===== config.mk =====
export PLATFORM = sky130hd
export DESIGN_NAME = ivsu_top
export DESIGN_NICKNAME = d
export VERILOG_FILES = /design/src/ivsu_pkg.sv /design/src/ivsu_top.sv
export SDC_FILE = /design/constraint.sdc
export NUM_CORES = 1
export LEC_CHECK = 0
export ABC_CLOCK_PERIOD_IN_PS = 4700
export BUFFER_PORTS_ARGS = -buffer_cell sky130_fd_sc_hd__clkbuf_2
export CORE_ASPECT_RATIO = 0.75
export CORE_MARGIN = 1.5
export CORE_UTILIZATION = 33
export DETAILED_ROUTE_END_ITERATION = 10
export PLACE_DENSITY_LB_ADDON = 0.05
export SLEW_MARGIN = 20
export SYNTH_ARGS = -nofsm -noshare
export SYNTH_HDL_FRONTEND = slang
export SYNTH_SLANG_ARGS = --single-unit

===== constraint.sdc =====
create_clock -name clk_i -period 4.7 [get_ports clk_i]
set_clock_uncertainty 0.15 [all_clocks]
set_input_delay 0.94 -clock clk_i [delete_from_list [all_inputs] [get_ports clk_i]]
set_output_delay 0.94 -clock clk_i [all_outputs]
set_load 0.01 [all_outputs]

===== src/ivsu_pkg.sv =====
// Constants, types and register layout of the interrupt vector and stacking unit.
// Assumes a single 40 MHz clock domain and a classic Wishbone register bus.
package ivsu_pkg;

    // Maskable sources: 16 on-chip requests plus the external request pin
    localparam int          NMASK          = 17;
    localparam logic [4:0]  IRQ_PIN_IDX    = 5'h10;

    // Vector locations
    localparam logic [15:0] VEC_MASK_BASE  = 16'hffd2;
    localparam logic [15:0] VEC_NMR        = 16'hfff4;
    localparam logic [15:0] VEC_SOFT_TRAP  = 16'hfff6;
    localparam logic [15:0] VEC_ILLEGAL    = 16'hfff8;
    localparam logic [15:0] VEC_WATCHDOG   = 16'hfffa;
    localparam logic [15:0] VEC_CLKMON     = 16'hfffc;
    localparam logic [15:0] VEC_RESET      = 16'hfffe;

    // Stacking: nine bytes, last one at SP - 8
    localparam logic [3:0]  STACK_LAST     = 4'h8;
    localparam logic [15:0] STACK_DEPTH    = 16'h0009;

    // Priority select codes
    localparam logic [4:0]  PSEL_RST       = 5'h06;
    localparam logic [4:0]  PSEL_FIRST     = 5'h07;
    localparam logic [4:0]  PSEL_LAST      = 5'h16;

    // Mask bit positions within a condition code byte
    localparam int          CC_NMASK_BIT   = 6;
    localparam int          CC_GMASK_BIT   = 4;

    // Register byte offsets
    localparam logic [7:0]  ADR_PRIO       = 8'h00;
    localparam logic [7:0]  ADR_STATUS     = 8'h04;
    localparam logic [7:0]  ADR_MASK       = 8'h08;
    localparam logic [7:0]  ADR_CC         = 8'h0c;
    localparam logic [7:0]  ADR_SER_STAT   = 8'h10;
    localparam logic [7:0]  ADR_SER_DATA   = 8'h14;

    // Event bits of the status and mask registers
    localparam int          NEV            = 7;
    localparam int          EV_IRQ_PIN     = 0;
    localparam int          EV_NMR         = 1;
    localparam int          EV_ILLEGAL     = 2;
    localparam int          EV_SOFT        = 3;
    localparam int          EV_WATCHDOG    = 4;
    localparam int          EV_CLKMON      = 5;
    localparam int          EV_SERVICE     = 6;

    // Latched synchronous request bits
    localparam int          PD_ILLEGAL     = 0;
    localparam int          PD_SOFT        = 1;
    localparam int          PD_WATCHDOG    = 2;
    localparam int          PD_CLKMON      = 3;

    typedef enum logic [2:0] {
        ST_IDLE  = 3'b001,
        ST_STACK = 3'b010,
        ST_VECT  = 3'b100
    } ivsu_state_t;

    typedef struct packed {
        logic [15:0] pc;
        logic [15:0] y;
        logic [15:0] x;
        logic [7:0]  a;
        logic [7:0]  b;
    } ivsu_cpu_regs_t;

    typedef struct packed {
        logic        valid;
        logic [15:0] addr;
        logic [7:0]  data;
    } ivsu_stack_wr_t;

    typedef struct packed {
        logic        valid;
        logic [15:0] addr;
    } ivsu_vec_fetch_t;

    typedef struct packed {
        ivsu_state_t     state;
        logic [3:0]      step;
        logic [15:0]     sp;
        ivsu_cpu_regs_t  snap;
        logic [15:0]     vec;
        logic            stacked;
        logic            via_nmr;
        logic            nmask;
        logic            gmask;
        logic [4:0]      psel;
        logic [3:0]      pend;
        logic [NEV-1:0]  status;
        logic [NEV-1:0]  mask;
        logic            rx_full;
        logic            rx_armed;
        logic [2:0]      irq_sync;
        logic [2:0]      nmr_sync;
        logic            irq_lvl;
        logic            nmr_lvl;
        logic            ack;
        logic [31:0]     dat;
        ivsu_stack_wr_t  stk;
        ivsu_vec_fetch_t vf;
        logic [15:0]     new_sp;
        logic            hold;
        logic            irq;
    } ivsu_regs_t;

    // Reset: both masks set, reset vector fetched first
    localparam ivsu_regs_t REGS_RST = '{
        state    : ST_VECT,
        vec      : VEC_RESET,
        nmask    : 1'b1,
        gmask    : 1'b1,
        psel     : PSEL_RST,
        irq_sync : 3'b111,
        nmr_sync : 3'b111,
        hold     : 1'b1,
        default  : '0
    };

endpackage : ivsu_pkg


===== src/ivsu_top.sv =====
// Interrupt vector selection, priority and register stacking for an 8-bit CPU.
// Assumes the CPU marks instruction ends, supplies its registers and stack
// pointer, performs the stack writes and vector fetch this unit requests.
//
// Notes on behaviour
// - Each source has a fixed two-byte vector, maskables low, reset highest.
// - Twenty-three vectors; seventeen maskable requests taken only while global mask clear.
// - Illegal opcode, soft trap and nonmaskable pin ignore the global mask.
// - Receive-full flag clears on status read while set, then data read.
// - Recognised requests are serviced only when the current instruction ends.
// - Stack PC low, high, Y low, high, X low, high, A, B, codes downward.
// - After codes stacked set global mask, nonmaskable mask if pin serviced; fetch vector.
// - Reset sets both the nonmaskable and global mask bits.
// - Accumulator transfer may clear nonmaskable mask, never set it; reset and pin, watchdog or clock monitor service set it.
// - Nonmaskable pin ranks above all maskables, which keep their own order.
// - Maskable service sets global mask and leaves nonmaskable mask alone.
// - Nonmaskable pin service sets both mask bits.
// - Illegal opcode trap stacks address of the opcode's first byte.
// - Soft trap runs uninterrupted, ignores masks, sets the global mask.
// - External maskable pin is low-level sensitive; events set a readable flag.
// - Priority select promotes one maskable source; writable only while global mask set.
// - Reset and reserved priority codes promote the external request pin.
//
// Decided for this implementation: the register addresses and the Wishbone register port.
`timescale 1ns/1ps

module ivsu_top
    import ivsu_pkg::*;
(
    input  wire logic            clk_i,
    input  wire logic            rst_i,
    input  wire logic            ce_i,
    input  wire logic            wb_cyc_i,
    input  wire logic            wb_stb_i,
    input  wire logic            wb_we_i,
    input  wire logic [7:0]      wb_adr_i,
    input  wire logic [3:0]      wb_sel_i,
    input  wire logic [31:0]     wb_dat_i,
    output logic      [31:0]     wb_dat_o,
    output logic                 wb_ack_o,
    output logic                 irq_o,
    input  wire logic            irq_pin_n_i,
    input  wire logic            nonmaskable_request_pin_n_i,
    input  wire logic [15:0]     periph_req_i,
    input  wire logic            watchdog_fail_i,
    input  wire logic            clock_monitor_fail_i,
    input  wire logic            soft_trap_i,
    input  wire logic            illegal_op_i,
    input  wire logic [15:0]     op_addr_i,
    input  wire logic            insn_done_i,
    input  wire logic            tap_i,
    input  wire logic [7:0]      tap_data_i,
    input  wire ivsu_cpu_regs_t  cpu_regs_i,
    input  wire logic [15:0]     sp_i,
    input  wire logic            rx_full_set_i,
    input  wire logic [7:0]      rx_data_i,
    output ivsu_stack_wr_t       stk_o,
    output ivsu_vec_fetch_t      vec_o,
    output logic      [15:0]     new_sp_o,
    output logic                 cpu_hold_o,
    output logic                 gmask_o,
    output logic                 nmask_o
);

    ivsu_regs_t r;
    ivsu_regs_t n;

    // Source index promoted by a priority select code
    function automatic logic [4:0] promoted_idx(input logic [4:0] code);
        logic [4:0] idx;
        idx = IRQ_PIN_IDX;
        if (code >= PSEL_FIRST && code <= PSEL_LAST) begin
            idx = 5'(PSEL_LAST - code);
        end
        return idx;
    endfunction : promoted_idx

    // Winning maskable source index
    function automatic logic [4:0] pick_mask(input logic [NMASK-1:0] req,
                                             input logic [4:0] code);
        logic [4:0] idx;
        logic [4:0] prom;
        idx  = '0;
        prom = promoted_idx(code);
        for (int i = 0; i < NMASK; i++) begin
            if (req[i]) begin
                idx = 5'(i);
            end
        end
        if (req[prom]) begin
            idx = prom;
        end
        return idx;
    endfunction : pick_mask

    logic [NMASK-1:0] mask_req;
    logic             mask_any;
    logic [4:0]       mask_idx;
    logic             wb_req;
    logic [NEV-1:0]   ev_set;
    logic [NEV-1:0]   ev_clr;

    // Maskable request vector and bus strobes
    always_comb begin
        mask_req = {r.irq_lvl, periph_req_i};
        mask_any = (|mask_req) && !r.gmask;
        mask_idx = pick_mask(mask_req, r.psel);
        wb_req   = wb_cyc_i && wb_stb_i;
    end

    // Next state of the whole unit
    always_comb begin
        n      = r;
        ev_set = '0;
        ev_clr = '0;
        if (ce_i) begin
            n.stk.valid = 1'b0;
            n.vf.valid  = 1'b0;
            n.ack       = 1'b0;

            // Pin synchronisers, level taken once stages two and three agree
            n.irq_sync = {r.irq_sync[1:0], irq_pin_n_i};
            n.nmr_sync = {r.nmr_sync[1:0], nonmaskable_request_pin_n_i};
            if (r.irq_sync[1] == r.irq_sync[2]) begin
                n.irq_lvl = !r.irq_sync[2];
            end
            if (r.nmr_sync[1] == r.nmr_sync[2]) begin
                n.nmr_lvl = !r.nmr_sync[2];
            end

            // Latch instruction-synchronous requests
            n.pend[PD_ILLEGAL]  = r.pend[PD_ILLEGAL] | illegal_op_i;
            n.pend[PD_SOFT]     = r.pend[PD_SOFT] | soft_trap_i;
            n.pend[PD_WATCHDOG] = r.pend[PD_WATCHDOG] | watchdog_fail_i;
            n.pend[PD_CLKMON]   = r.pend[PD_CLKMON] | clock_monitor_fail_i;

            ev_set[EV_IRQ_PIN]  = r.irq_lvl;
            ev_set[EV_NMR]      = r.nmr_lvl;
            ev_set[EV_ILLEGAL]  = illegal_op_i;
            ev_set[EV_SOFT]     = soft_trap_i;
            ev_set[EV_WATCHDOG] = watchdog_fail_i;
            ev_set[EV_CLKMON]   = clock_monitor_fail_i;

            // transfer may clear, never set, the nonmaskable mask
            if (tap_i && r.state == ST_IDLE) begin
                n.nmask = r.nmask & tap_data_i[CC_NMASK_BIT];
                n.gmask = tap_data_i[CC_GMASK_BIT];
            end

            unique case (r.state)
                ST_IDLE: begin
                    if (insn_done_i) begin
                        n.sp      = sp_i;
                        n.snap    = cpu_regs_i;
                        n.step    = '0;
                        n.via_nmr = 1'b0;
                        n.stacked = 1'b1;
                        if (n.pend[PD_WATCHDOG] || n.pend[PD_CLKMON]) begin
                            // Reset-type: no stacking, vector only
                            n.stacked = 1'b0;
                            n.hold    = 1'b1;
                            n.state   = ST_VECT;
                            n.nmask   = 1'b1;
                            n.gmask   = 1'b1;
                            if (n.pend[PD_CLKMON]) begin
                                n.vec                 = VEC_CLKMON;
                                n.pend[PD_CLKMON]     = 1'b0;
                            end else begin
                                n.vec                 = VEC_WATCHDOG;
                                n.pend[PD_WATCHDOG]   = 1'b0;
                            end
                        end else if (n.pend[PD_ILLEGAL]) begin
                            n.hold              = 1'b1;
                            n.state             = ST_STACK;
                            n.vec               = VEC_ILLEGAL;
                            // return to the opcode's first byte
                            n.snap.pc           = op_addr_i;
                            n.pend[PD_ILLEGAL]  = 1'b0;
                        end else if (n.pend[PD_SOFT]) begin
                            n.hold           = 1'b1;
                            n.state          = ST_STACK;
                            n.vec            = VEC_SOFT_TRAP;
                            n.pend[PD_SOFT]  = 1'b0;
                        end else if (r.nmr_lvl && !r.nmask) begin
                            n.hold    = 1'b1;
                            n.state   = ST_STACK;
                            n.vec     = VEC_NMR;
                            n.via_nmr = 1'b1;
                        end else if (mask_any) begin
                            n.hold  = 1'b1;
                            n.state = ST_STACK;
                            n.vec   = VEC_MASK_BASE + {10'h000, mask_idx, 1'b0};
                        end
                        if (n.hold) begin
                            ev_set[EV_SERVICE] = 1'b1;
                        end
                    end
                end
                ST_STACK: begin
                    // push downward one byte per cycle
                    n.stk.valid = 1'b1;
                    n.stk.addr  = r.sp - {12'h000, r.step};
                    unique case (r.step)
                        4'h0:    n.stk.data = r.snap.pc[7:0];
                        4'h1:    n.stk.data = r.snap.pc[15:8];
                        4'h2:    n.stk.data = r.snap.y[7:0];
                        4'h3:    n.stk.data = r.snap.y[15:8];
                        4'h4:    n.stk.data = r.snap.x[7:0];
                        4'h5:    n.stk.data = r.snap.x[15:8];
                        4'h6:    n.stk.data = r.snap.a;
                        4'h7:    n.stk.data = r.snap.b;
                        default: begin
                            n.stk.data = '0;
                            n.stk.data[CC_NMASK_BIT] = r.nmask;
                            n.stk.data[CC_GMASK_BIT] = r.gmask;
                        end
                    endcase
                    n.step = r.step + 4'h1;
                    if (r.step == STACK_LAST) begin
                        n.state = ST_VECT;
                        n.gmask = 1'b1;
                        n.nmask = r.nmask | r.via_nmr;
                    end
                end
                ST_VECT: begin
                    n.vf.valid = 1'b1;
                    n.vf.addr  = r.vec;
                    n.new_sp   = r.stacked ? (r.sp - STACK_DEPTH) : r.sp;
                    n.hold     = 1'b0;
                    n.state    = ST_IDLE;
                end
                default: begin
                    n.state = ST_IDLE;
                    n.hold  = 1'b0;
                end
            endcase

            // Serial receive flag, set wins over clear
            if (rx_full_set_i) begin
                n.rx_full = 1'b1;
            end

            // Register bus: answer one cycle after request, act at ack edge
            if (wb_req && !r.ack) begin
                n.ack = 1'b1;
                n.dat = '0;
                unique case (wb_adr_i)
                    ADR_PRIO:     n.dat[4:0]     = r.psel;
                    ADR_STATUS:   n.dat[NEV-1:0] = r.status;
                    ADR_MASK:     n.dat[NEV-1:0] = r.mask;
                    ADR_SER_STAT: n.dat[0]       = r.rx_full;
                    ADR_SER_DATA: n.dat[7:0]     = rx_data_i;
                    ADR_CC: begin
                        n.dat[CC_NMASK_BIT] = r.nmask;
                        n.dat[CC_GMASK_BIT] = r.gmask;
                    end
                    default:      n.dat = '0;
                endcase
            end
            if (wb_req && r.ack) begin
                if (wb_we_i && wb_sel_i[0]) begin
                    // priority select locked unless global mask set
                    if (wb_adr_i == ADR_PRIO && r.gmask) begin
                        n.psel = wb_dat_i[4:0];
                    end
                    if (wb_adr_i == ADR_MASK) begin
                        n.mask = wb_dat_i[NEV-1:0];
                    end
                end else if (!wb_we_i) begin
                    if (wb_adr_i == ADR_STATUS) begin
                        ev_clr = r.dat[NEV-1:0];
                    end
                    // status read arms, data read clears
                    if (wb_adr_i == ADR_SER_STAT && r.rx_full) begin
                        n.rx_armed = 1'b1;
                    end
                    if (wb_adr_i == ADR_SER_DATA && r.rx_armed) begin
                        n.rx_armed = 1'b0;
                        n.rx_full  = rx_full_set_i;
                    end
                end
            end

            // Sticky status, set wins over read clear
            n.status = (r.status & ~ev_clr) | ev_set;
            n.irq    = |(n.status & n.mask);
        end
    end

    // State register
    always_ff @(posedge clk_i) begin
        if (rst_i) begin
            r <= REGS_RST;
        end else begin
            r <= n;
        end
    end

    // Outputs straight from flops
    assign wb_dat_o   = r.dat;
    assign wb_ack_o   = r.ack;
    assign irq_o      = r.irq;
    assign stk_o      = r.stk;
    assign vec_o      = r.vf;
    assign new_sp_o   = r.new_sp;
    assign cpu_hold_o = r.hold;
    assign gmask_o    = r.gmask;
    assign nmask_o    = r.nmask;

endmodule : ivsu_top


==> results.sh, run 1 <==
export IMPL_status="finished clean"
export IMPL_fin_nets=1515
export IMPL_grt_remaining_overflow=0
export IMPL_slew_violations=0
export IMPL_htreeDepth=4
export IMPL_cts_root_buffer="clkbuf_16"
export IMPL_vias_per_cell=4.96
export IMPL_initial_utilization_pct=33.6
export IMPL_portBuffers=222
export IMPL_vias=8520
export IMPL_min_delay_path_class="reg2reg"
export IMPL_layout_drive_gt1_share_pct=21.8
export IMPL_hold_viol_final=0
export IMPL_die_w_um=202
export IMPL_cts_tree="done"
export IMPL_ys_seq_area_share_pct=39.2
export IMPL_synth_avg_cell_area_um2=8.06
export IMPL_rsz0062_at_grt="false"
export IMPL_power_density_nw_per_um2=319
export IMPL_synthCells=1210
export IMPL_area_growth_pct=14.5
export IMPL_synth_edf_count=0
export IMPL_min_period_ns=3.69
export IMPL_row_count=54
export IMPL_cellLeakagePower_nw=4.40
export IMPL_grt_antenna_before_repair=2
export IMPL_grt_util_all_layers_pct=19.0
export IMPL_fp_dieH_um=152
export IMPL_worstSetupStartpointType="flop"
export IMPL_yosys_warnings=0
export IMPL_numCtsBuffers=17
export IMPL_crit_fanout=8
export IMPL_grt_pass1_wl_mm=45.5
export IMPL_clkTransAtPathRegs_ns=0.08
export IMPL_dr_pass1_iters=6
export IMPL_post_synth_top_count_cell="nand2_1"
export IMPL_wl_per_cell_um=17.1
export IMPL_crit_arrival_ns=3.83
export IMPL_cts_buffer_depth=2
export IMPL_cts_resized=0
export IMPL_post_cts_buffers=0
export IMPL_worstSkewPairLatency_ns=0.44
export IMPL_timing_setup_tns_ns=0
export IMPL_drt_iter0_drc=468
export IMPL_ir_drop_v=0.000247
export IMPL_tightest_slew_ns=0.943
export IMPL_max_cap_violations=0
export IMPL_path_class="reg2reg"
export IMPL_min_period_over_period_pct=78.5
export IMPL_grt_pass1_vias=7782
export IMPL_syn_area_um2=9760
export IMPL_boundaryPins=282
export IMPL_antenna_left=0
export IMPL_dp_hpwl_mm=21.0
export IMPL_synth_common_cells="nand2_1 (224), dfxtp_1 (191), a21oi_1 (119)"
export IMPL_timing_fmax_ghz=0.271
export IMPL_gp_congestion=0.813
export IMPL_endpoint_kind="flop"
export IMPL_slew_headroom_pct=37.1
export IMPL_clock_sinks=191
export IMPL_core_um2=29100
export IMPL_synthFlopType="dfxtp_1"
export IMPL_finalSetupViolations=0
export IMPL_grt_max_degree=104
export IMPL_yosysTopAreaCell="dfxtp_1"
export IMPL_cp_data_required_time_ns=4.83
export IMPL_fin_util_pct=38.4
export IMPL_synthTopCellsByArea="dfxtp_1 (39%), nand2_1 (8.6%), buf_4 (6.9%)"
export IMPL_drc=0
export IMPL_die_area_um2=30600
export IMPL_ys_seq_elements=191
export IMPL_synth_distinct_cells=67
export IMPL_wirelength_mm=29.4
export IMPL_yosysTopAreaCellShare_pct=39.2
export IMPL_async_flop_share_pct=0
export IMPL_hold_buffers=0
## area by class of cell
type | count | area [um2]
diodes | 1 | 2.50
clock buffers | 20 | 467
clock inverters | 11 | 156
fillers | 3131 | 17900
inverters | 20 | 75.1
multi-input cells | 852 | 4960
flip-flops and latches | 191 | 3820
well taps | 392 | 490
repair buffers | 232 | 1190
## routing by layer
layer	vias to the layer above	GRT usage, %	share of wire (%)
met3	11	3.97	4.7
li1	4339	-	-
met4	2	3.20	0.58
met1	3970	29.8	54
met5	-	0	0.044
met2	198	26.4	41
## where the power goes
part           internal, mW  switching (mW)  total (mW)
combinational         0.130           0.190       0.320
sequential             1.66          0.0303        1.69
clock                 0.886           0.664        1.55
total                  2.67           0.885        3.56
## cells by family after synthesis
kind of cell / share of synthesized area, %
AND/OR/NAND/NOR: 20.2
multiplexers: 5.40
flip-flops: 39.2
AO/OA/AOI/OAI: 19.5
XOR/XNOR: 2.87
adder cells (fa/ha/maj): 1.87
buffers and inverters: 11.0
other: 0.0384
## stage by stage
stage	total power [mW]	area [um2]	hold slack [ns]	setup WS, ns	instances
after CTS	3.62	11200	0.299	1.02	1718
after detailed placement	2.05	10500	0.278	1.02	1687
final	3.56	11200	0.291	1.01	1719
after floorplan	1.94	9850	0.261	1.28	1234
after global placement	2.05	10500	0.275	1.01	1687
after global routing	3.72	11200	0.326	0.677	1718
## path summary, 6_finish.rpt
path | slack (ns) | start | depth (start not counted) | endpoint
worst max-delay path | 1.01 | r[122] | 11 | r[132]
worst min-delay path | 0.29 | r[144] | 1 | r[144]
worst max register to register | 1.01 | r[122] | 11 | r[132]
worst min register to register | 0.29 | r[144] | 1 | r[144]
## flip-flops by register name (all words and copies together) (netlist names)
signal and cells:
mask_req 1, irq_o 1, cpu_hold_o 1, vec_o 8, r 128, wb_dat_o 8
nmask_o 1, new_sp_o 16, stk_o 25, wb_ack_o 1, gmask_o 1
## critical path, cell delays in order (launching register included)
cell,delay [ns]
dfxtp_1,0.42
ha_1,0.56
mux4_2,0.56
mux2_2,0.28
nand4_1,0.15
mux2i_1,0.21
o41ai_1,0.48
ha_1,0.30
o21ai_0,0.16
a21oi_1,0.09
a21oi_1,0.13
nand2_1,0.06
## layout by cell type (no fill, tap or decap), types with 7 or more instances in the layout
cell	synthesis	final
nand2b_1	13	13
xnor2_1	12	12
or3_1	7	7
nor3_1	22	22
nor2b_1	8	8
a21oi_1	119	119
a22oi_1	29	29
mux2i_1	38	38
clkbuf_2	0	221
a211oi_1	47	47
clkbuf_16	0	17
inv_1	19	19
ha_1	13	13
nand2_1	224	223
a221oi_1	7	7
o21ai_0	22	22
buf_4	90	10
and2_1	7	7
xor2_1	20	20
nand3_1	15	15
dfxtp_1	191	191
nor2_1	105	104
and3_1	15	14
conb_1	1	25
No activity file was read; power rests on OpenSTA's default activity.
==> run 2, diff against run 1 <==
--- a/config.mk
+++ b/config.mk
@@ -5,7 +5,8 @@
 export SDC_FILE = /design/constraint.sdc
 export NUM_CORES = 1
 export LEC_CHECK = 0
-export ABC_CLOCK_PERIOD_IN_PS = 4700
+export ABC_AREA = 1
+export ABC_CLOCK_PERIOD_IN_PS = 3630
 export BUFFER_PORTS_ARGS = -buffer_cell sky130_fd_sc_hd__clkbuf_2
 export CORE_ASPECT_RATIO = 0.75
 export CORE_MARGIN = 1.5
==> constraint.sdc (replaced) <==
create_clock -name clk_i -period 3.63 [get_ports clk_i]
set_clock_uncertainty 0.15 [all_clocks]
set_input_delay 0.726 -clock clk_i [delete_from_list [all_inputs] [get_ports clk_i]]
set_output_delay 0.726 -clock clk_i [all_outputs]
set_load 0.01 [all_outputs]
==> run 2 against run 1 <==
Non-clock buffer count grew 12. Worst setup slack lost 0.34 ns. Worst hold slack lost 0.0080 ns. Register-to-register slack lost 0.34 ns. Combinational power grew 52%. Sequential power grew 30%. Clock power grew 21%. Synthesized cell count grew 16%. Cell area grew 2.9%. Utilization grew 0.66 points. Global-route usage grew 1.3 points. Flip-flop and latch count is the same. Highest routed layer is now met4.
==> results.sh, run 2 <==
export IMPL_status="finished clean"
export IMPL_numCtsBuffers=17
export IMPL_htreeDepth=4
export IMPL_die_area_um2=31300
export IMPL_largest_register="r"
export IMPL_synth_adder_area_share_pct=1.83
export IMPL_layout_common_cells="nand2_1 (229), clkbuf_2 (222), dfxtp_1 (191), inv_1 (190), o21ai_0 (136)"
export IMPL_min_delay_path_class="reg2reg"
export IMPL_endpoint_kind="flop"
export IMPL_crit_fanout=14
export IMPL_boundaryPins=282
export IMPL_grt_remaining_overflow=0
export IMPL_layout_drive_gt1_share_pct=19.9
export IMPL_reg2reg_to="r[132]"
export IMPL_final_common_cell="nand2_1"
export IMPL_ys_seq_elements=191
export IMPL_row_count=54
export IMPL_cts_root_buffer="clkbuf_16"
export IMPL_synthXorXnorAreaFrac_pct=1.23
export IMPL_path_class="reg2reg"
export IMPL_yosys_mux_area_fraction_pct=0
export IMPL_wl_per_cell_um=16.3
export IMPL_dr_pass1_iters=5
export IMPL_timing_fmax_ghz=0.338
export IMPL_fp_dieH_um=153
export IMPL_clock_sinks=191
export IMPL_cts_resized=0
export IMPL_min_period_ns=2.96
export IMPL_vias=9299
export IMPL_synthTopCellsByArea="dfxtp_1 (38%), nand2_1 (8.7%), inv_1 (7.2%)"
export IMPL_wirelength_mm=31.7
export IMPL_rsz0062_at_grt="false"
export IMPL_num_antenna_cells=0
export IMPL_synthCells=1403
export IMPL_async_flop_share_pct=0
export IMPL_synth_common_cells="nand2_1 (230), dfxtp_1 (191), inv_1 (191)"
export IMPL_antenna_left=0
export IMPL_portBuffers=222
export IMPL_ir_drop_v=0.000285
export IMPL_whs_endpoint="r[136]"
export IMPL_synth_avg_cell_area_um2=7.10
export IMPL_dp_hpwl_mm=23.4
export IMPL_syn_area_um2=9960
export IMPL_synth_compound_area_share_pct=19.9
export IMPL_synth_edf_count=0
export IMPL_yosysTopAreaCell="dfxtp_1"
export IMPL_cellLeakagePower_nw=5.07
export IMPL_largest_reg_flops=128
export IMPL_hold_viol_final=0
export IMPL_tightest_slew_ns=0.917
export IMPL_worstSkewPairLatency_ns=0.44
export IMPL_r2r_setup_slack_ns=0.67
export IMPL_cp_data_required_time_ns=3.80
export IMPL_post_synth_top_count_cell="nand2_1"
export IMPL_reg2regPathDepth=20
export IMPL_holdPathStages=2
export IMPL_yosys_warnings=0
export IMPL_grt_pass1_wl_mm=49.2
export IMPL_hold_buffers=0
export IMPL_gp_congestion=0.810
export IMPL_clkTransAtPathRegs_ns=0.08
export IMPL_fin_nets=1742
export IMPL_startpoint="r[121]"
export IMPL_ys_seq_area_share_pct=38.4
export IMPL_grt_util_all_layers_pct=20.3
export IMPL_synth_top_family_by_area="simple AND/OR/NAND/NOR gates"
export IMPL_min_period_over_period_pct=81.5
export IMPL_yosysTopAreaCellShare_pct=38.4
export IMPL_vias_per_cell=4.78
export IMPL_worstSetupStartpointType="flop"
export IMPL_initial_utilization_pct=33.9
export IMPL_grt_max_degree=76
export IMPL_timing_setup_tns_ns=0
export IMPL_slew_violations=0
export IMPL_synthFlopType="dfxtp_1"
export IMPL_max_cap_violations=0
export IMPL_synth_distinct_cells=49
export IMPL_grt_pass1_vias=8625
export IMPL_drt_iter0_drc=495
export IMPL_post_cts_buffers=0
export IMPL_reg2reg_from="r[121]"
export IMPL_holdWs_ns=0.283
export IMPL_area_growth_pct=15.3
export IMPL_power_density_nw_per_um2=397
export IMPL_die_w_um=204
export IMPL_slew_headroom_pct=38.8
export IMPL_min_from="r[136]"
export IMPL_synth_simple_area_share_pct=22.0
export IMPL_grt_antenna_before_repair=0
export IMPL_drc=0
export IMPL_crit_arrival_ns=3.13
export IMPL_core_um2=29400
export IMPL_cts_buffer_depth=2
export IMPL_finalSetupViolations=0
export IMPL_cts_tree="done"
run 2: power by group:
part | internal, mW | switching (mW) | leakage [nW] | total (mW)
registers | 2.16 | 0.0416 | 1.55 | 2.20
logic | 0.179 | 0.309 | 3.25 | 0.488
clock network | 0.990 | 0.882 | 0.266 | 1.87
run 2: cells by family (layout without fill, tap and decap cells):
logic type                 after synthesis  count (layout)
and+or+nand+nor                        501             501
buffers and inverters                  344             471
other                                    1              25
AOI/OAI and AO/OA                      338             338
DFF                                    191             191
adders and majority gates               14              14
xor gates and xnor gates                14              14
run 2: through the flow:
stage	utilization (%)	cells	cell area [um2]	power, mW	worst slack [ns]
4_1_cts	39.1	1946	11500	4.62	0.668
2_1_floorplan	-	1427	10100	2.57	1.00
5_1_grt	39.1	1946	11500	4.78	0.401
6_report	39.1	1946	11500	4.56	0.671
3_5_place_dp	37.2	1914	10900	2.74	0.687
3_3_place_gp	37.2	1914	10900	2.74	0.698
run 2: area by class of cell:
class	instances	area [um2]
Clock buffer	21	460
Clock inverter	11	109
Fill cell	3256	17900
Inverter	195	733
Multi-Input combinational cell	892	4590
Sequential cell	191	3820
Tap cell	392	490
Timing Repair Buffer	244	1290
run 2: worst max-delay path, stage by stage, from the launching register on:
cell and delay (ns):
dfxtp_1 0.33, buf_4 0.21, ha_1 0.17, nand3_1 0.09, nand2_2 0.09, nand2_4 0.06, nand2_4 0.13, nand2_1 0.18
nor2_1 0.13, nand2_1 0.05, nand3_1 0.09, nand3_2 0.10, nand2_4 0.08, nand2_4 0.08, nand4_1 0.12, nand2_2 0.11
ha_1 0.29, o21ai_0 0.16, nand2_1 0.06, o21ai_0 0.08, nand2_1 0.06
run 2: routing by layer:
metal	global-route usage, %	vias up	wire length (um)
met2	28.1	218	12900
met4	3.67	0	187
met3	4.56	12	1680
li1	-	4809	-
met1	31.5	4260	17000
met5	0	-	0
run 2: worst max-delay path by stage:
stage,to,slack [ns],depth (start not counted)
detailed placement,irq_o,0.69,11
CTS,r[132],0.67,20
floorplan,r[132],1.00,20
global route,r[132],0.40,20
finish,r[132],0.67,20
global placement,irq_o,0.70,11
==> run 3, diff against run 2 <==
--- a/config.mk
+++ b/config.mk
@@ -6,7 +6,7 @@
 export NUM_CORES = 1
 export LEC_CHECK = 0
 export ABC_AREA = 1
-export ABC_CLOCK_PERIOD_IN_PS = 3630
+export ABC_CLOCK_PERIOD_IN_PS = 2740
 export BUFFER_PORTS_ARGS = -buffer_cell sky130_fd_sc_hd__clkbuf_2
 export CORE_ASPECT_RATIO = 0.75
 export CORE_MARGIN = 1.5
==> constraint.sdc (replaced) <==
create_clock -name clk_i -period 2.74 [get_ports clk_i]
set_clock_uncertainty 0.15 [all_clocks]
set_input_delay 0.548 -clock clk_i [delete_from_list [all_inputs] [get_ports clk_i]]
set_output_delay 0.548 -clock clk_i [all_outputs]
set_load 0.01 [all_outputs]
==> run 3 against run 2 <==
Sequential share of layout area down 1.1 points. Via count up 2.2%. Utilization up 1.4 points. Final cell count up 1.3%. Die area unchanged. Non-clock buffer count up 24. Count of clock-buffer cells in the layout down 1. Worst setup slack worse by 0.45 ns. Worst hold slack worse by 0.11 ns. Clock power up 41%. Register-to-register slack worse by 0.45 ns. Critical path depth down 10. Critical path type unchanged.
==> results.sh, run 3 (same netlist as run 2, synthesis figures left out) <==
export IMPL_layout_common_cells="nand2_1 (227), clkbuf_2 (222), inv_1 (189), dfxtp_1 (188), o21ai_0 (134)"
export IMPL_core_um2=29400
export IMPL_layout_drive_gt1_share_pct=22.1
export IMPL_largest_register="r"
export IMPL_rsz0062_at_grt="false"
export IMPL_gp_congestion=0.851
export IMPL_min_period_over_period_pct=91.8
export IMPL_grt_util_all_layers_pct=20.6
export IMPL_cp_data_required_time_ns=2.96
export IMPL_holdWs_ns=0.177
export IMPL_row_count=54
export IMPL_vias_per_cell=4.82
export IMPL_final_common_cell="nand2_1"
export IMPL_status="finished clean"
export IMPL_htreeDepth=4
export IMPL_initial_utilization_pct=33.9
export IMPL_num_fill_cells=3233
export IMPL_min_delay_path_class="in2reg"
export IMPL_grt_antenna_before_repair=0
export IMPL_power_density_nw_per_um2=524
export IMPL_die_w_um=204
export IMPL_path_class="reg2reg"
export IMPL_tightest_slew_ns=0.900
export IMPL_crit_arrival_ns=2.74
export IMPL_cts_tree="done"
export IMPL_dp_hpwl_mm=23.7
export IMPL_num_antenna_cells=0
export IMPL_grt_pass1_vias=9151
export IMPL_die_area_um2=31300
export IMPL_hold_buffers=0
export IMPL_dr_pass1_iters=5
export IMPL_slew_violations=0
export IMPL_grt_max_degree=84
export IMPL_antenna_left=0
export IMPL_area_growth_pct=19.4
export IMPL_regArea_um2=3830
export IMPL_wirelength_mm=31.8
export IMPL_endpoint_kind="flop"
export IMPL_fin_nets=1767
export IMPL_grt_pass1_wl_mm=50.5
export IMPL_worstSkewPairLatency_ns=0.44
export IMPL_multi_input_area_um2=4680
export IMPL_wl_per_cell_um=16.1
export IMPL_numCtsBuffers=17
export IMPL_cts_buffer_depth=2
export IMPL_cellLeakagePower_nw=5.28
export IMPL_finalPower_mw=6.23
export IMPL_vias=9502
export IMPL_crit_fanout=83
export IMPL_clkTransAtPathRegs_ns=0.07
export IMPL_max_cap_violations=0
export IMPL_slew_headroom_pct=40.0
export IMPL_worstSetupStartpointType="flop"
export IMPL_boundaryPins=282
export IMPL_ir_drop_v=0.000384
export IMPL_portBuffers=222
export IMPL_hold_viol_final=0
export IMPL_drt_iter0_drc=505
export IMPL_grt_remaining_overflow=0
export IMPL_finalSetupViolations=0
export IMPL_largest_reg_flops=128
export IMPL_cts_root_buffer="clkbuf_16"
export IMPL_timing_fmax_ghz=0.398
export IMPL_fp_dieH_um=153
export IMPL_min_period_ns=2.52
export IMPL_clock_sinks=191
export IMPL_drc=0
-- run 3: cell types whose count changed in the layout (fill, tap and decap cells not counted), moves of 3 or more --
cell | previous run | this run
buf_4 | 21 | 39
buf_12 | 1 | 6
nand3_1 | 96 | 93
nand3_2 | 3 | 6
dfxtp_1 | 191 | 188
-- run 3: cell type report --
cell class,count,share of cell area (%)
flip-flops and latches,191,32.2
repair buffers,268,13.0
clock buffers,20,3.84
multi-input cells,893,39.3
well taps,392,4.12
clock inverters,12,1.34
inverters,195,6.16
-- run 3: through the flow --
stage               setup WS (ns)  area [um2]  std cells  utilization [%]  setup TNS, ns
floorplan                   0.110       10100       1427                -              0
global placement           0.0468       11200       1936             37.9              0
detailed placement        -0.0343       11200       1936             37.9        -0.0343
CTS                       0.00483       11800       1968             40.1              0
global route              0.00256       11900       1971             40.5              0
finish                      0.225       11900       1971             40.5              0
-- run 3: worst paths after layout --
kind                                   from  depth (start not counted)  slack, ns      to
worst max register to register       r[230]                         10       0.22  r[209]
worst min-delay path            irq_pin_n_i                          3       0.18   r[98]
worst max-delay path                 r[230]                         10       0.22  r[209]
worst min register to register       r[136]                          2       0.29  r[136]
-- run 3: where the power goes --
group | internal, mW | switching [mW]
registers | 2.86 | 0.0545
clock network | 1.49 | 1.15
logic | 0.260 | 0.417
total | 4.61 | 1.62
-- run 3: critical path, cell delays in order (launching register included) --
cell      delay, ns
dfxtp_1        0.36
inv_1          0.06
nor3_1         0.24
inv_1          0.14
nor2_1         0.23
inv_1          0.14
nor2_4         0.15
buf_16         0.32
nand2_1        0.31
a21oi_1        0.19
o21bai_1       0.11
-- run 3: metal layers --
layer / vias to the layer above / part of all wire, % / track usage (%)
met5: - / 0 / 0
met4: 0 / 0.81 / 4.13
met3: 20 / 5.4 / 4.11
met2: 235 / 41 / 29.6
met1: 4379 / 53 / 31.5
li1: 4868 / - / -
-- run 3: what timing repair did --
action | CTS | global route
setup buffers | 0 | 2
resized for setup | 2 | 21
setup endpoints to repair | 1 | 7
pin swaps | 0 | 12
gates cloned | 0 | 1
